## src/rtl/sipo_store_pkg.sv

```systemverilog
// Constants and carrier types for the shift-and-store bus register
// Functional notes
// The block has eight shift stages, each with its own storage latch bit driving one parallel output.
// The chain moves only on a rising shift clock edge, never on a falling one.
// On a rising edge the first stage takes the serial input and each later stage takes its predecessor.
// While the strobe is high each latch bit follows its shift stage.
// While the strobe is low the latch holds and the parallel outputs do not change.
// While output enable is high all parallel outputs drive the latch contents.
// While output enable is low all parallel outputs float.
// On a rising edge stage seven moves into stage eight and onto the fast cascade output.
// The slow cascade output shows stage eight, updated on the falling edge after the loading rise.
// The chaining party picks the fast cascade for fast clock edges and the slow one for slow edges.
// With no reset pin the shift, latch and cascade contents are undefined until data is loaded.
// The controller holds the strobe low while shifting eight bits and then pulses it once.
package sipo_store_pkg;
   localparam int STAGES = 8;
   localparam int LAST   = STAGES - 1;
   // Idle level loaded into every pin synchroniser by reset
   localparam logic [1:0] SYNC_IDLE = 2'h0;

   typedef struct packed {
      logic [STAGES-1:0] chain;
      logic [STAGES-1:0] store;
      logic              slow;
      logic [1:0]        clk_sync;
      logic [1:0]        data_sync;
      logic [1:0]        strobe_sync;
      logic [1:0]        oe_sync;
      logic              clk_prev;
   } state_s;

   typedef struct packed {
      logic [STAGES-1:0] data;
      logic [STAGES-1:0] oe;
   } par_pins_s;
endpackage

```

## src/rtl/sipo_store.sv

```systemverilog
// Eight-stage shift register with storage latch and tri-state parallel outputs
`timescale 1ns/1ns
module sipo_store (
   input  wire logic                   clk,
   input  wire logic                   sys_rst,
   input  wire logic                   clk_en,
   input  wire logic                   shift_clock_in,
   input  wire logic                   serial_in,
   input  wire logic                   latch_strobe,
   input  wire logic                   output_enable,
   output      sipo_store_pkg::par_pins_s parallel_out,
   output      logic                   fast_cascade_out,
   output      logic                   slow_cascade_out
);
   localparam int STAGES = sipo_store_pkg::STAGES;
   localparam int LAST   = sipo_store_pkg::LAST;

   sipo_store_pkg::state_s st;
   sipo_store_pkg::state_s next_st;
   logic                   rise;
   logic                   fall;
   logic [STAGES-1:0]      shifted;
   logic [STAGES-1:0]      next_chain;

   ////////////////////////////////////////////////////////////////////////////
   // The fast cascade tap needs a stage ahead of the last one
   if (STAGES < 2) begin : g_bad_stages
      $error("stage count must be at least 2");
   end

   if (LAST != STAGES - 1) begin : g_bad_last
      $error("last stage index must sit one below the stage count");
   end

   ////////////////////////////////////////////////////////////////////////////
   // Edge decode shared by the rising and the falling detector
   function automatic logic edge_seen(
      input logic now_level,
      input logic prev_level,
      input logic want_high
   );
      edge_seen = (now_level == want_high) && (prev_level != want_high);
   endfunction

   // Pins are asynchronous, so each passes two flops first; only the
   // second flop of each pair feeds the logic below
   assign rise = edge_seen(st.clk_sync[1], st.clk_prev, 1'b1);
   assign fall = edge_seen(st.clk_sync[1], st.clk_prev, 1'b0);

   ////////////////////////////////////////////////////////////////////////////
   // Shift path: stage zero takes the serial pin, each later stage its neighbour
   assign shifted[0] = st.data_sync[1];

   for (genvar i = 1; i < STAGES; i++) begin : g_stage
      assign shifted[i] = st.chain[i-1];
   end

   ////////////////////////////////////////////////////////////////////////////
   always_comb begin
      next_st    = st;
      next_chain = st.chain;
      if (sys_rst) begin
         // Reset clears only the synchronisers and clk_prev; data stays unknown like the part
         next_st.clk_sync    = sipo_store_pkg::SYNC_IDLE;
         next_st.data_sync   = sipo_store_pkg::SYNC_IDLE;
         next_st.strobe_sync = sipo_store_pkg::SYNC_IDLE;
         next_st.oe_sync     = sipo_store_pkg::SYNC_IDLE;
         next_st.clk_prev    = 1'h0;
      end else begin
         next_st.clk_sync    = {st.clk_sync[0], shift_clock_in};
         next_st.data_sync   = {st.data_sync[0], serial_in};
         next_st.strobe_sync = {st.strobe_sync[0], latch_strobe};
         next_st.oe_sync     = {st.oe_sync[0], output_enable};
         next_st.clk_prev    = st.clk_sync[1];

         if (rise) begin
            next_chain = shifted;
         end
         next_st.chain = next_chain;

         // Transparent latch: follows the post-shift chain while strobe is high
         if (st.strobe_sync[1]) begin
            next_st.store = next_chain;
         end

         // Slow tap trails the fast one by half a shift clock
         if (fall) begin
            next_st.slow = st.chain[LAST];
         end
      end
   end

   // One register for all state; a low clock enable freezes it whole
   always_ff @(posedge clk) begin
      if (clk_en) begin
         st <= next_st;
      end
   end

   ////////////////////////////////////////////////////////////////////////////
   // Float is signalled per pin; the pad ring turns a low enable into high-Z
   assign parallel_out.data = st.store;
   assign parallel_out.oe   = {STAGES{st.oe_sync[1]}};
   assign fast_cascade_out  = st.chain[LAST];
   assign slow_cascade_out  = st.slow;

   ////////////////////////////////////////////////////////////////////////////
   // Case equality: stages hold unknowns until loaded, as the part does

   a_chain_shift: assert property (@(posedge clk) disable iff (sys_rst)
      (clk_en && rise)
      |=> st.chain === {$past(st.chain[LAST-1:0]), $past(st.data_sync[1])})
      else $error("chain did not shift on rise");

   a_first_stage: assert property (@(posedge clk) disable iff (sys_rst)
      (clk_en && rise)
      |=> st.chain[0] === $past(st.data_sync[1]))
      else $error("first stage missed the serial input");

   for (genvar k = 1; k < STAGES; k++) begin : g_stage_chk
      a_stage_step: assert property (@(posedge clk) disable iff (sys_rst)
         (clk_en && rise)
         |=> st.chain[k] === $past(st.chain[k-1]))
         else $error("stage did not take its predecessor");
   end

   a_no_move_fall: assert property (@(posedge clk) disable iff (sys_rst)
      !(clk_en && rise)
      |=> st.chain === $past(st.chain))
      else $error("chain moved without rising edge");

   a_latch_hold: assert property (@(posedge clk) disable iff (sys_rst)
      !(clk_en && st.strobe_sync[1])
      |=> parallel_out.data === $past(parallel_out.data))
      else $error("latch changed with strobe low");

   a_latch_follow: assert property (@(posedge clk) disable iff (sys_rst)
      (clk_en && st.strobe_sync[1])
      |=> parallel_out.data === st.chain)
      else $error("latch not following chain");

   a_oe_drive: assert property (@(posedge clk) disable iff (sys_rst)
      (clk_en && st.oe_sync[0])
      |=> parallel_out.oe == {STAGES{1'b1}})
      else $error("outputs not driven");

   a_oe_float: assert property (@(posedge clk) disable iff (sys_rst)
      (clk_en && !st.oe_sync[0])
      |=> parallel_out.oe == {STAGES{1'b0}})
      else $error("outputs not floating");

   a_fast_casc: assert property (@(posedge clk) disable iff (sys_rst)
      (clk_en && rise)
      |=> fast_cascade_out === $past(st.chain[LAST-1]))
      else $error("fast cascade wrong");

   a_slow_casc: assert property (@(posedge clk) disable iff (sys_rst)
      (clk_en && fall)
      |=> slow_cascade_out === $past(st.chain[LAST]))
      else $error("slow cascade wrong");

   a_slow_hold: assert property (@(posedge clk) disable iff (sys_rst)
      !(clk_en && fall)
      |=> slow_cascade_out === $past(slow_cascade_out))
      else $error("slow cascade moved off falling edge");

   // Reset must leave the data path alone, since the part has no reset pin
   a_rst_keeps: assert property (@(posedge clk)
      (sys_rst && clk_en)
      |=> st.chain === $past(st.chain))
      else $error("reset disturbed the shift chain");

   a_rst_sync: assert property (@(posedge clk)
      (sys_rst && clk_en)
      |=> (st.clk_sync == 2'h0) && (st.clk_prev == 1'b0))
      else $error("reset left a shift clock edge pending");

   a_freeze_all: assert property (@(posedge clk)
      !clk_en
      |=> st === $past(st))
      else $error("state moved while clock enable was low");

endmodule

```

## config.mk

```make
export PLATFORM = sky130hd
export DESIGN_NAME = sipo_store
export DESIGN_NICKNAME = d
export VERILOG_FILES = /design/src/rtl/sipo_store_pkg.sv /design/src/rtl/sipo_store.sv
export SDC_FILE = /design/constraint.sdc
export NUM_CORES = 1
export LEC_CHECK = 0
export ABC_AREA = 1
export BUFFER_PORTS_ARGS = -buffer_cell sky130_fd_sc_hd__buf_2
export CAP_MARGIN = 20
export CORE_UTILIZATION = 25
export CTS_BUF_LIST = sky130_fd_sc_hd__clkbuf_4 sky130_fd_sc_hd__clkbuf_8
export DETAILED_ROUTE_END_ITERATION = 12
export GPL_TIMING_DRIVEN = 0
export HOLD_SLACK_MARGIN = 0.06
export SETUP_SLACK_MARGIN = 0.05
export SLEW_MARGIN = 30
export SYNTH_ARGS = -nofsm -noshare
export SYNTH_HDL_FRONTEND = slang
export SYNTH_SLANG_ARGS = --single-unit
```

## constraint.sdc

```tcl
create_clock -name clk -period 3.77 [get_ports clk]
set_clock_uncertainty 0.15 [all_clocks]
set_input_delay 0.377 -clock clk [delete_from_list [all_inputs] [get_ports clk]]
set_output_delay 0.377 -clock clk [all_outputs]
set_load 0.1 [all_outputs]
```

---- Word level (Yosys, flattened, before mapping) ----
Index checks and enable logic that the tools add are counted.
cells by class
  muxes and demuxes ....................... 1
  bitwise logic cells ..................... 3
  reductions and logical operators ........ 5
operators by type and width
  cell                 number
  $mux W8              1
  $reduce_and A3 Y1    2
  $not A1 Y1           3
  $logic_and A1 B1 Y1  2
  $reduce_and A2 Y1    1
storage, ports and cells
  bits in registers ....................... 26
  bits of input ports ..................... 7
  output and inout bits ................... 18

---- Longest topological paths before layout ----
Gate-level depths: netlist (run 1).
  word-level depth ........................ 3
  gate-level depth with buffers ........... 4
  depth with buffers taken out ............ 4

---- Least setup slack after synthesis (run 1) ----
OpenSTA, ideal clock, no wires.
  path kind ............................... input port to flip-flop
  from .................................... input port sys_rst
  to ...................................... register st (netlist bit parallel_out[10]), enable pin
  setup time .............................. 0.371 ns
  arrival ................................. 0.961 ns
  data required time ...................... 3.249 ns
  setup slack ............................. 2.289 ns
  stages .................................. 4
  path buffers ............................ 1
  path through ............................ buf_6 -> inv_2 -> nand2_2 -> nor2_1
on the way
  longest elaborated chain between the ends .. 2
ends and longest elaborated chain
  what                         line              text
  start: declaration           sipo_store.sv:5   input wire logic sys_rst,
  $not A1 Y1 (no line)         --
  $reduce_and A3 Y1 (no line)  --
  end signal: assignment       sipo_store.sv:96  st <= next_st;
  end: declaration             sipo_store.sv:18  sipo_store_pkg::state_s st;
Every way passes these cells.
A chain may end at the register's enable or synchronous reset.

---- Worst setup path in the final report (run 1) ----
  from .................................... register st (netlist bit parallel_out[0])
  to ...................................... output port parallel_out[5] (netlist bit)
RTL lines
  what              line              text
  end: declaration  sipo_store.sv:11  output sipo_store_pkg::par_pins_s parallel_out,
No word-level cell between the ends.

==> results of run 1 <==
==> worst min-delay path by stage <==
stage                           startpoint               end  slack (ns)  cells after the start
after floorplan                     clk_en   parallel_out[0]        0.34                      0
after global placement    fast_cascade_out  slow_cascade_out        0.33                      0
after detailed placement  fast_cascade_out  slow_cascade_out        0.33                      0
after CTS                   shift_clock_in             st[7]        0.25                      3
after global routing         output_enable             st[1]        0.26                      3
final                            serial_in             st[5]        0.24                      3
==> cell usage after synthesis <==
cell type | instances | area (um^2)
sky130_fd_sc_hd__nor2_1 | 10 | 37.54
sky130_fd_sc_hd__inv_2 | 3 | 11.26
sky130_fd_sc_hd__nand2_1 | 17 | 63.81
sky130_fd_sc_hd__nor2_2 | 1 | 6.260
sky130_fd_sc_hd__nand2_2 | 1 | 6.260
sky130_fd_sc_hd__inv_1 | 10 | 37.54
sky130_fd_sc_hd__edfxtp_1 | 26 | 780.8
sky130_fd_sc_hd__buf_6 | 2 | 22.52
sky130_fd_sc_hd__nand2_4 | 1 | 11.26
sky130_fd_sc_hd__buf_4 | 16 | 120.1
sky130_fd_sc_hd__nand3_1 | 8 | 40.04
==> cells in the final DEF (no fill, tap or decap), drive strengths merged <==
cell / netlist / routed
nor2: 11 / 11
buf: 18 / 41
inv: 13 / 13
nand3: 8 / 8
nand2: 19 / 19
edfxtp: 26 / 26
clkinv: 0 / 1
clkbuf: 0 / 3
==> sequential cells by signal, indices dropped and copies added, names as in the netlist <==
register,count
parallel_out,9
shifted,8
st,7
fast_cascade_out,1
slow_cascade_out,1
==> per-layer routing <==
metal | part of all wire | GRT usage | vias up | wire (um)
li1 | - | - | 343 | -
met1 | 0.42 | 0.08326 | 283 | 671
met2 | 0.52 | 0.1359 | 23 | 832
met3 | 0.057 | 0.01890 | 2 | 91
met4 | 0.0062 | 0.01361 | 0 | 10
met5 | 0 | 0 | - | 0
==> logic make-up after synthesis <==
kind of cell | synth area share
buf+inv | 0.1683
flops | 0.6865
simple gates | 0.1452
==> final cells by class <==
| cell class | instances | area (um^2) |
|---|---|---|
| flip-flops and latches | 26 | 780.7 |
| clock buffers | 3 | 41.29 |
| inverters | 13 | 48.80 |
| clock inverters | 1 | 3.754 |
| well taps | 52 | 65.06 |
| repair buffers | 23 | 115.1 |
| fillers | 431 | 2992 |
| multi-input cells | 38 | 165.2 |
| plain buffers | 18 | 142.6 |
==> power breakdown <==
group,leakage (nW),internal (mW),total [mW],switching (mW)
clock network,0.0231,0.0728,0.156,0.0828
logic,0.350,0.0239,0.107,0.0834
registers,0.248,0.335,0.341,0.00579
total,0.622,0.432,0.604,0.172
==> critical path, stage by stage (launching register included) <==
cell                       delay [ns]
sky130_fd_sc_hd__edfxtp_1        0.47
sky130_fd_sc_hd__buf_4           0.15
sky130_fd_sc_hd__buf_2           0.41
==> results by group, run 1 <==
Logic synthesis
  • Synthesis warning total: 0
  • Average instance area after synthesis: 11.97 um^2
  • Register area share after synthesis: 0.6865
  • Number of flip-flops and latches in the synthesized netlist: 26
  • Post-synthesis net count: 102
  • Synth unique cells: 11
  • Post-Synthesis Cells: between 90 and 100
  • Post-Syn Area: roughly 0.0011 mm^2

CTS
  • Number of clock sinks: 26
  • Hold buffer count at CTS: 0
  • CTS H-tree lvls: 1
  • Post-CTS Repair Setup Buffers: 0
  • Max Buffers Root-to-Sink: 2
  • # resized after CTS: 0
  • Latest clock arrival within the worst-skew pair: 0.26 ns
  • CTS Buf Count: 3
  • Clock-pin slew on the worst setup and hold paths: 0.09 ns
  • Clock tree from TritonCTS: yes
  • Root Driver: sky130_fd_sc_hd__clkbuf_8

Timing
  • Period Utilization, post-route: 0.4826
  • Min Clock Period, post-route: 1.819 ns
  • Endpoints failing hold: 0
  • Measured slew at the worst slew-check pin: between 0.6 and 0.7 ns
  • Normalized max-slew margin: 0.5490
  • Summed negative setup slack over all endpoints: 0 ns
  • Final worst-path setup slack: ~2 ns
  • Setup repair after global routing missed its margin: no
  • Total setup violations reported at the end of the flow: 0
  • Max Clock Freq: between 0.5 and 0.6 GHz
  • Worst hold slack: between 0.2 and 0.25 ns
  • Final slew viol count: 0

GRT
  • Leftover overflow at the end of global routing: 0
  • Antenna violations before repair: 0
  • Largest net degree at the start of global routing: 15
  • First-pass GRT wire length: 2863 um
  • GRT Resource Usage Total: 0.07278
  • Via count of the first global-routing pass: about 660

Detailed routing
  • Total number of vias: around 650
  • Via/cell ratio: around 3.7
  • Routed length per placed instance: 9.230 um
  • Number of remaining DRC errors: 0
  • First-iteration detailed-routing DRC count: 25
  • Detailed-route wire length: 1606 um
  • Antenna Nets Post-Route: 0
  • Initial DRT Pass Iterations: 4

Power and ir drop
  • Static leakage power: around 0.62 nW
  • Total power after layout: just over 0.6 mW
  • Worst VDD drop: 0.1556 mV
  • Power density cells: between 400 and 500 mW/mm^2

Setup path
  • Worst reg2reg path depth: 2
  • Type of the worst setup path: reg2out
  • R2r setup slk: around 2.4 ns
  • Worst Setup Start Kind: flip-flop
  • Timing startpoint of the critical path: parallel_out[0]
  • Endpoint required time on the critical path: between 3 and 4 ns
  • Kind of end point of the critical path: output pin
  • Worst R2R End: parallel_out[13]
  • Source of the worst register-to-register timing path: st[4]
  • End of the critical path: parallel_out[5]
  • Largest fanout on the critical path: 8
  • Worst EP arrival: about 1.3 ns

Final layout
  • Number of antenna repair diodes: 0
  • Share of post-route cells with drive strength above 1: 0.4098
  • Post-route standard cell area excluding fillers: approximately 0.0014 mm^2
  • Relative area change from synthesis to final layout: 19.80%
  • Number of nets in the layout: 130
  • Layout Utilization: 0.3129
  • Non-filler instance count after layout: ~170

Placed design
  • Worst setup slack before clock tree synthesis: 1.947 ns
  • Half-perimeter wire length after detailed placement: ~1200 um
  • Count of buffers inserted at the top-level ports: 23
  • Placed inst area: approximately 0.0013 mm^2
  • Placed Instances: 170
  • Gp weighted congestion: around 0.67

Floorplan
  • Vertical extent of the die: about 70 um
  • X dimension of the die: between 60 and 70 um
  • Placeable core region: roughly 0.0044 mm^2
  • I/O pin count: 25
  • Starting density of the core: 0.2612
  • Area of the die: just under 0.005 mm^2
  • FP Rows: 24

Worst hold path
  • Class of the most critical hold timing path: in2reg

Job
  • Max-capacitance violation count: 0

Run status
  • Outcome: finished clean
No activity file was read; power rests on OpenSTA's default activity.
==> run 2: changes to the inputs <==
- clock period: 3.77 -> 1.9 ns (I/O delays scaled with it)
==> results by group, run 2 (synthesis results as in run 1) <==
Run status
  • Outcome: finished clean (unchanged)

Setup path
  • Kind of end point of the critical path: output pin (unchanged)
  • Worst path bufs/invs: 2 (unchanged)
  • Logic depth of the worst path, buffers included: 2 (unchanged)
  • Crit-path slowest cell: sky130_fd_sc_hd__edfxtp_1 (unchanged)
  • Source of the worst register-to-register timing path: st[4] (unchanged)
  • CP peak stage delay: 0.47 ns (about the same)
  • Largest fanout on the critical path: 8 (unchanged)
  • Worst reg2reg path depth: 2 (unchanged)
  • Worst Setup Start Kind: flip-flop (unchanged)
  • Endpoint required time on the critical path: 1.56 ns (was 3.24 ns)
  • Top delay family on crit path: buffers and inverters (unchanged)
  • Worst EP arrival: 1.29 ns (about the same)
  • Cell breakdown of the critical path: buf_4 -> buf_2 (unchanged)
  • Type of the worst setup path: reg2out (unchanged)
  • Timing startpoint of the critical path: parallel_out[0] (unchanged)

GRT
  • Antenna violations before repair: 0 (unchanged)
  • Largest net degree at the start of global routing: 15 (unchanged)
  • Global-route track usage on met1: 0.08326 (unchanged)
  • GR Layer Usage met2: 0.1381 (was 0.1359)
  • Via count of the first global-routing pass: 676 (was 664)
  • GRT Resource Usage Total: 0.07341 (was 0.07278)
  • GR Util met3: 0.01890 (unchanged)
  • Top Usage Layer GRT: met2 (unchanged)
  • First-pass GRT wire length: 2891 um (was 2863 um)
  • Leftover overflow at the end of global routing: 0 (unchanged)

Placed design
  • Gp weighted congestion: 0.6708 (unchanged)
  • Placed inst area: 0.001318 mm^2 (unchanged)
  • Half-perimeter wire length after detailed placement: 1179 um (unchanged)
  • Count of buffers inserted at the top-level ports: 23 (unchanged)

Timing
  • Total setup violations reported at the end of the flow: 0 (unchanged)
  • Worst hold slack: 0.05407 ns (was 0.2411 ns)
  • Max Clock Freq: about 0.61 GHz
  • Final slew viol count: 0 (unchanged)
  • Min Clock Period, post-route: approximately 1.6 ns
  • Measured slew at the worst slew-check pin: 0.6740 ns (unchanged)
  • Endpoints failing hold: 0 (unchanged)
  • Setup repair after global routing missed its margin: no (unchanged)
  • Normalized max-slew margin: 0.5490 (unchanged)
  • Period Utilization, post-route: 0.8592
  • Summed negative setup slack over all endpoints: 0 ns (unchanged)

Detailed routing
  • Number of remaining DRC errors: 0 (unchanged)
  • Routed length per placed instance: 9.240 um (was 9.230 um)
  • Total number of vias: 655 (was 651)
  • Via/cell ratio: 3.743 (was 3.741)
  • First-iteration detailed-routing DRC count: 28 (was 25)
  • Initial DRT Pass Iterations: 4 (unchanged)
  • Antenna Nets Post-Route: 0 (unchanged)
  • Detailed-route wire length: 1617 um (was 1606 um)

Power and ir drop
  • Power density cells: 874.6 mW/mm^2 (was 443.4 mW/mm^2)
  • Static leakage power: 0.6257 nW (was 0.6216 nW)
  • Worst VDD drop: 0.3087 mV (was 0.1556 mV)
  • Total power after layout: 1.200 mW (was 0.6042 mW)

Worst hold path
  • Worst hold stages: 3 (unchanged)
  • Startpoint of the lowest-slack hold path: serial_in (unchanged)
  • Class of the most critical hold timing path: in2reg (unchanged)

CTS
  • Clock-pin slew on the worst setup and hold paths: 0.09 ns (about the same)
  • Root Driver: sky130_fd_sc_hd__clkbuf_8 (unchanged)
  • Number of clock sinks: 26 (unchanged)
  • Hold buffer count at CTS: 1 (was 0)
  • Post-CTS Repair Setup Buffers: 0 (unchanged)
  • CTS Buf Count: 3 (unchanged)
  • CTS H-tree lvls: 1 (unchanged)
  • Latest clock arrival within the worst-skew pair: 0.26 ns (about the same)
  • Max Buffers Root-to-Sink: 2 (unchanged)
  • Clock tree from TritonCTS: yes (unchanged)
  • # resized after CTS: 0 (unchanged)

Floorplan
  • I/O pin count: 25 (unchanged)
  • Vertical extent of the die: 69.45 um (unchanged)
  • Placeable core region: 0.004354 mm^2 (unchanged)
  • X dimension of the die: 69.45 um (unchanged)
  • FP Rows: 24 (unchanged)
  • Area of the die: 0.004823 mm^2 (unchanged)
  • Starting density of the core: 0.2612 (unchanged)

Final layout
  • Number of nets in the layout: 131 (was 130)
  • Leading cell types in the layout, fill and taps excluded: 26 x sky130_fd_sc_hd__edfxtp_1, 23 x sky130_fd_sc_hd__buf_2, 17 x sky130_fd_sc_hd__nand2_1 (unchanged)
  • Number of antenna repair diodes: 0 (unchanged)
  • Number of flip-flops in the largest register: 9 (unchanged)
  • Most common cell after layout, fill and taps aside: sky130_fd_sc_hd__edfxtp_1 (unchanged)
  • Share of post-route cells with drive strength above 1: 0.4065 (was 0.4098)
  • Post-route standard cell area excluding fillers: 0.001373 mm^2 (was 0.001363 mm^2)
  • Relative area change from synthesis to final layout: 20.68% (was 19.80%)

Job
  • Max-capacitance violation count: 0 (unchanged)
[run 2: worst min-delay path: stages]
cell and delay, ns:
sky130_fd_sc_hd__buf_2 0.07, sky130_fd_sc_hd__inv_1 0.03, sky130_fd_sc_hd__nor2_1 0.07
[run 2: report_power, final]
group          switching [mW]  internal [mW]
Sequential             0.0115          0.666
Clock                   0.164          0.145
Combinational           0.166         0.0488
Total                   0.341          0.859
[run 2: path summary, 6_finish.rpt]
path,slack [ns],endpoint
worst max-delay path,0.27,parallel_out[5]
worst min-delay path,0.05,st[5]
worst max register to register,0.50,parallel_out[13]
worst min register to register,0.35,slow_cascade_out
[run 2: per-layer routing]
metal	share of wire	wire (um)	up-vias
met5	0	0	-
met4	0.0062	10	0
met3	0.056	90	2
met2	0.52	839	23
met1	0.42	675	285
li1	-	-	345
[run 2: per-stage QoR]
stage,setup WS [ns],instances,utilization
after floorplan,0.4776,95,-
after global placement,0.3257,170,0.3026
after detailed placement,0.2637,170,0.3026
after CTS,0.2539,175,0.3152
after global routing,0.1882,175,0.3152
final,0.2675,175,0.3152
[run 2: cell type report]
| type | count | area, um^2 |
|---|---|---|
| well taps | 52 | 65.06 |
| inverters | 13 | 48.80 |
| multi-input cells | 38 | 165.2 |
| repair buffers | 24 | 125.1 |
| plain buffers | 18 | 142.6 |
| fillers | 430 | 2982 |
| clock buffers | 3 | 41.29 |
| clock inverters | 1 | 3.754 |
| flip-flops and latches | 26 | 780.7 |
==> run 3: changes to the inputs <==
- ABC_AREA: 1 -> default
- REMOVE_ABC_BUFFERS: default -> 1
==> results by group, run 3 <==
Final layout
  • Leading cell types in the layout, fill and taps excluded: 26 x sky130_fd_sc_hd__edfxtp_1, 24 x sky130_fd_sc_hd__buf_2, 9 x sky130_fd_sc_hd__nor2b_1 (was 26 x sky130_fd_sc_hd__edfxtp_1, 23 x sky130_fd_sc_hd__buf_2, 17 x sky130_fd_sc_hd__nand2_1)
  • Share of post-route cells with drive strength above 1: 0.5128 (was 0.4065)
  • Number of antenna repair diodes: 0 (unchanged)
  • Non-filler instance count after layout: 128 (was 175)
  • Relative area change from synthesis to final layout: 13.85% (was 20.68%)
  • Most common cell after layout, fill and taps aside: sky130_fd_sc_hd__edfxtp_1 (unchanged)
  • Fillcell total: 426 (was 430)
  • Number of flip-flops in the largest register: 9 (unchanged)
  • Number of nets in the layout: 86 (was 131)
  • Layout Utilization: 0.3053 (was 0.3152)

Worst hold path
  • Worst hold stages: 2 (was 3)
  • Terminating pin of the worst hold path: st[3] (was st[5])
  • Class of the most critical hold timing path: in2reg (unchanged)
  • Startpoint of the lowest-slack hold path: latch_strobe (was serial_in)

Detailed routing
  • Routed length per placed instance: 11.04 um (was 9.240 um)
  • Initial DRT Pass Iterations: 4 (unchanged)
  • Total number of vias: 500 (was 655)
  • Number of remaining DRC errors: 0 (unchanged)
  • First-iteration detailed-routing DRC count: 35 (was 28)
  • Via/cell ratio: 3.906 (was 3.743)
  • Antenna Nets Post-Route: 0 (unchanged)
  • Detailed-route wire length: 1413 um (was 1617 um)

Timing
  • Period Utilization, post-route: 0.8015 (was 0.8592)
  • Total setup violations reported at the end of the flow: 0 (unchanged)
  • Final worst-path setup slack: 0.3771 ns (was 0.2675 ns)
  • Setup repair after global routing missed its margin: no (unchanged)
  • Normalized max-slew margin: 0.6816 (was 0.5490)
  • Max Clock Freq: 0.6566 GHz (was 0.6126 GHz)
  • Min Clock Period, post-route: 1.523 ns (was 1.632 ns)
  • Endpoints failing hold: 0 (unchanged)
  • Measured slew at the worst slew-check pin: 0.4755 ns (was 0.6740 ns)
  • Final slew viol count: 0 (unchanged)

Logic synthesis
  • Most frequently used cell type in the post-synthesis netlist: sky130_fd_sc_hd__edfxtp_1 (unchanged)
  • Async set or reset register ratio after synthesis: 0 (unchanged)
  • Most common flop cell mapped by yosys: sky130_fd_sc_hd__edfxtp_1 (unchanged)
  • Synth unique cells: 10 (was 11)
  • Post-synthesis adder-cell area fraction: 0 (unchanged)
  • Multiplexer fraction of the synthesized cell area: 0.09459 (was 0)
  • Main area contributors after synthesis: sky130_fd_sc_hd__edfxtp_1 70%, sky130_fd_sc_hd__buf_4 11%, sky130_fd_sc_hd__mux2_4 5.4% (was sky130_fd_sc_hd__edfxtp_1 69%, sky130_fd_sc_hd__buf_4 11%, sky130_fd_sc_hd__nand2_1 5.6%)
  • Number of flip-flops and latches in the synthesized netlist: 26 (unchanged)
  • Post-Syn Area: 0.001111 mm^2 (was 0.001137 mm^2)
  • Largest family of logic cells by synthesized area: buffers and inverters (unchanged)
  • Proportion of netlist area held by the largest area contributor: 0.7027 (was 0.6865)
  • Synthesis warning total: 0 (unchanged)
  • Largest area contributor in the synthesized netlist: sky130_fd_sc_hd__edfxtp_1 (unchanged)
  • Most frequent cells after synthesis: 26 x sky130_fd_sc_hd__edfxtp_1, 16 x sky130_fd_sc_hd__buf_4, 9 x sky130_fd_sc_hd__nor2b_1 (was 26 x sky130_fd_sc_hd__edfxtp_1, 17 x sky130_fd_sc_hd__nand2_1, 16 x sky130_fd_sc_hd__buf_4)
  • Simple-gate portion of the synthesized area: 0.09459 (was 0.1452)
  • Post-Synthesis Cells: 64 (was 95)
  • XOR/XNOR share of the synthesized area: 0 (unchanged)
  • Number of enable flip-flop cells after synthesis: 26 (unchanged)
  • Register area share after synthesis: 0.7027 (was 0.6865)
  • Synth Area in Compound Gates: 0 (unchanged)
  • Average instance area after synthesis: 17.36 um^2 (was 11.97 um^2)

Placed design
  • Count of buffers inserted at the top-level ports: 24 (was 23)
  • Worst setup slack before clock tree synthesis: 0.02235 ns (was 0.2637 ns)
  • Placed Instances: 122 (was 170)
  • Gp weighted congestion: 0.6524 (was 0.6708)

Setup path
  • Top delay family on crit path: buffers and inverters (unchanged)
  • Source of the worst register-to-register timing path: st[0] (was st[4])
  • Worst R2R End: parallel_out[13] (unchanged)
  • Endpoint required time on the critical path: 1.56 ns (about the same)
  • Worst EP arrival: 1.18 ns (was 1.29 ns)
  • Worst Setup Start Kind: flip-flop (unchanged)
  • Type of the worst setup path: reg2out (unchanged)
  • Cell breakdown of the critical path: buf_2 (was buf_4 -> buf_2)
  • R2r setup slk: 0.48 ns (was 0.50 ns)
  • Crit-path slowest cell: sky130_fd_sc_hd__buf_2 (was sky130_fd_sc_hd__edfxtp_1)
  • Worst reg2reg path depth: 2 (unchanged)
  • Kind of end point of the critical path: output pin (unchanged)
  • Largest fanout on the critical path: 8 (unchanged)
  • Worst path bufs/invs: 1 (was 2)
  • CP peak stage delay: 0.46 ns (was 0.47 ns)

Floorplan
  • X dimension of the die: 68.67 um (was 69.45 um)
  • I/O pin count: 25 (unchanged)
  • Placeable core region: 0.004144 mm^2 (was 0.004354 mm^2)
  • Starting density of the core: 0.2681 (was 0.2612)
  • Area of the die: 0.004715 mm^2 (was 0.004823 mm^2)
  • Vertical extent of the die: 68.67 um (was 69.45 um)
  • FP Rows: 23 (was 24)

CTS
  • CTS Buf Count: 3 (unchanged)
  • Post-CTS Repair Setup Buffers: 0 (unchanged)
  • Clock tree from TritonCTS: yes (unchanged)
  • Root Driver: sky130_fd_sc_hd__clkbuf_8 (unchanged)
  • Clock-pin slew on the worst setup and hold paths: 0.09 ns (about the same)
  • # resized after CTS: 0 (unchanged)
  • Max Buffers Root-to-Sink: 2 (unchanged)
  • CTS H-tree lvls: 1 (unchanged)
  • Number of clock sinks: 26 (unchanged)
  • Latest clock arrival within the worst-skew pair: 0.27 ns (was 0.26 ns)

GRT
  • GR Util met3: 0.01974 (was 0.01890)
  • GR Layer Usage met2: 0.1115 (was 0.1381)
  • Top Usage Layer GRT: met2 (unchanged)
  • Largest net degree at the start of global routing: 16 (was 15)
  • Via count of the first global-routing pass: 466 (was 676)
  • First-pass GRT wire length: 2173 um (was 2891 um)
  • GRT Resource Usage Total: 0.06965 (was 0.07341)
  • Global-route track usage on met1: 0.07430 (was 0.08326)
  • Antenna violations before repair: 0 (unchanged)
  • Leftover overflow at the end of global routing: 0 (unchanged)

Power and ir drop
  • Static leakage power: 0.4788 nW (was 0.6257 nW)
  • Total power after layout: 1.319 mW (was 1.200 mW)
  • Power density cells: 1043 mW/mm^2 (was 874.6 mW/mm^2)
  • Worst VDD drop: 0.4323 mV (was 0.3087 mV)

Job
  • Max-capacitance violation count: 0 (unchanged)

Run status
  • Outcome: finished clean (unchanged)
-- run 3: kinds of logic after synthesis --
logic type,Yosys count
DFF,26
buffers and inverters,16
muxes,8
and+or+nand+nor,14
-- run 3: worst reg2reg max path: stages, from the launching register on --
cell and delay, ns:
sky130_fd_sc_hd__edfxtp_1 0.40, sky130_fd_sc_hd__and2b_4 0.32, sky130_fd_sc_hd__mux2_4 0.31
-- run 3: cell type report --
class | count | area, um^2 | share of cell area
Timing Repair Buffer | 26 | 140.1 | 0.1108
Clock buffer | 3 | 41.29 | 0.03264
Clock inverter | 1 | 30.03 | 0.02374
Sequential cell | 26 | 780.7 | 0.6172
Tap cell | 50 | 62.56 | 0.04946
Multi-Input combinational cell | 22 | 210.2 | 0.1662
-- run 3: metrics by stage --
stage	instance area, um^2	hold slack, ns	TNS [ns]
2_1_floorplan	991.0	0.1525	-28.66
3_3_place_gp	1174	0.3092	0
3_5_place_dp	1174	0.3243	0
4_1_cts	1265	0.06814	0
5_1_grt	1265	0.09909	0
6_report	1265	0.06692	0
-- run 3: repair_timing --
item	4_1_cts	5_1_grt
endpoints found under the hold margin	2	0
setup endpoints to repair	0	0
hold buffers	2	0
-- run 3: how the worst max path moves through the flow --
stage / from / to / slack [ns] / depth (start not counted)
floorplan: parallel_out[0] / parallel_out[0] / -3.58 / 0
global placement: clk_en / parallel_out[14] / 0.1 / 3
detailed placement: clk_en / parallel_out[13] / 0.02 / 3
CTS: clk_en / parallel_out[13] / 0.31 / 3
global route: clk_en / parallel_out[13] / 0.21 / 3
finish: parallel_out[0] / parallel_out[4] / 0.38 / 1
-- run 3: per-layer routing --
layer	part of all wire	wire, um
met5	0	0
met4	0.031	44
met3	0.070	99
met2	0.48	680
met1	0.42	589
-- run 3: where the power goes --
group          leakage [nW]  internal (mW)  switching [mW]  total (mW)
clock                0.0357          0.282           0.173       0.455
combinational         0.196         0.0435           0.145       0.188
sequential            0.247          0.664          0.0114       0.676
total                 0.479          0.990           0.330        1.32
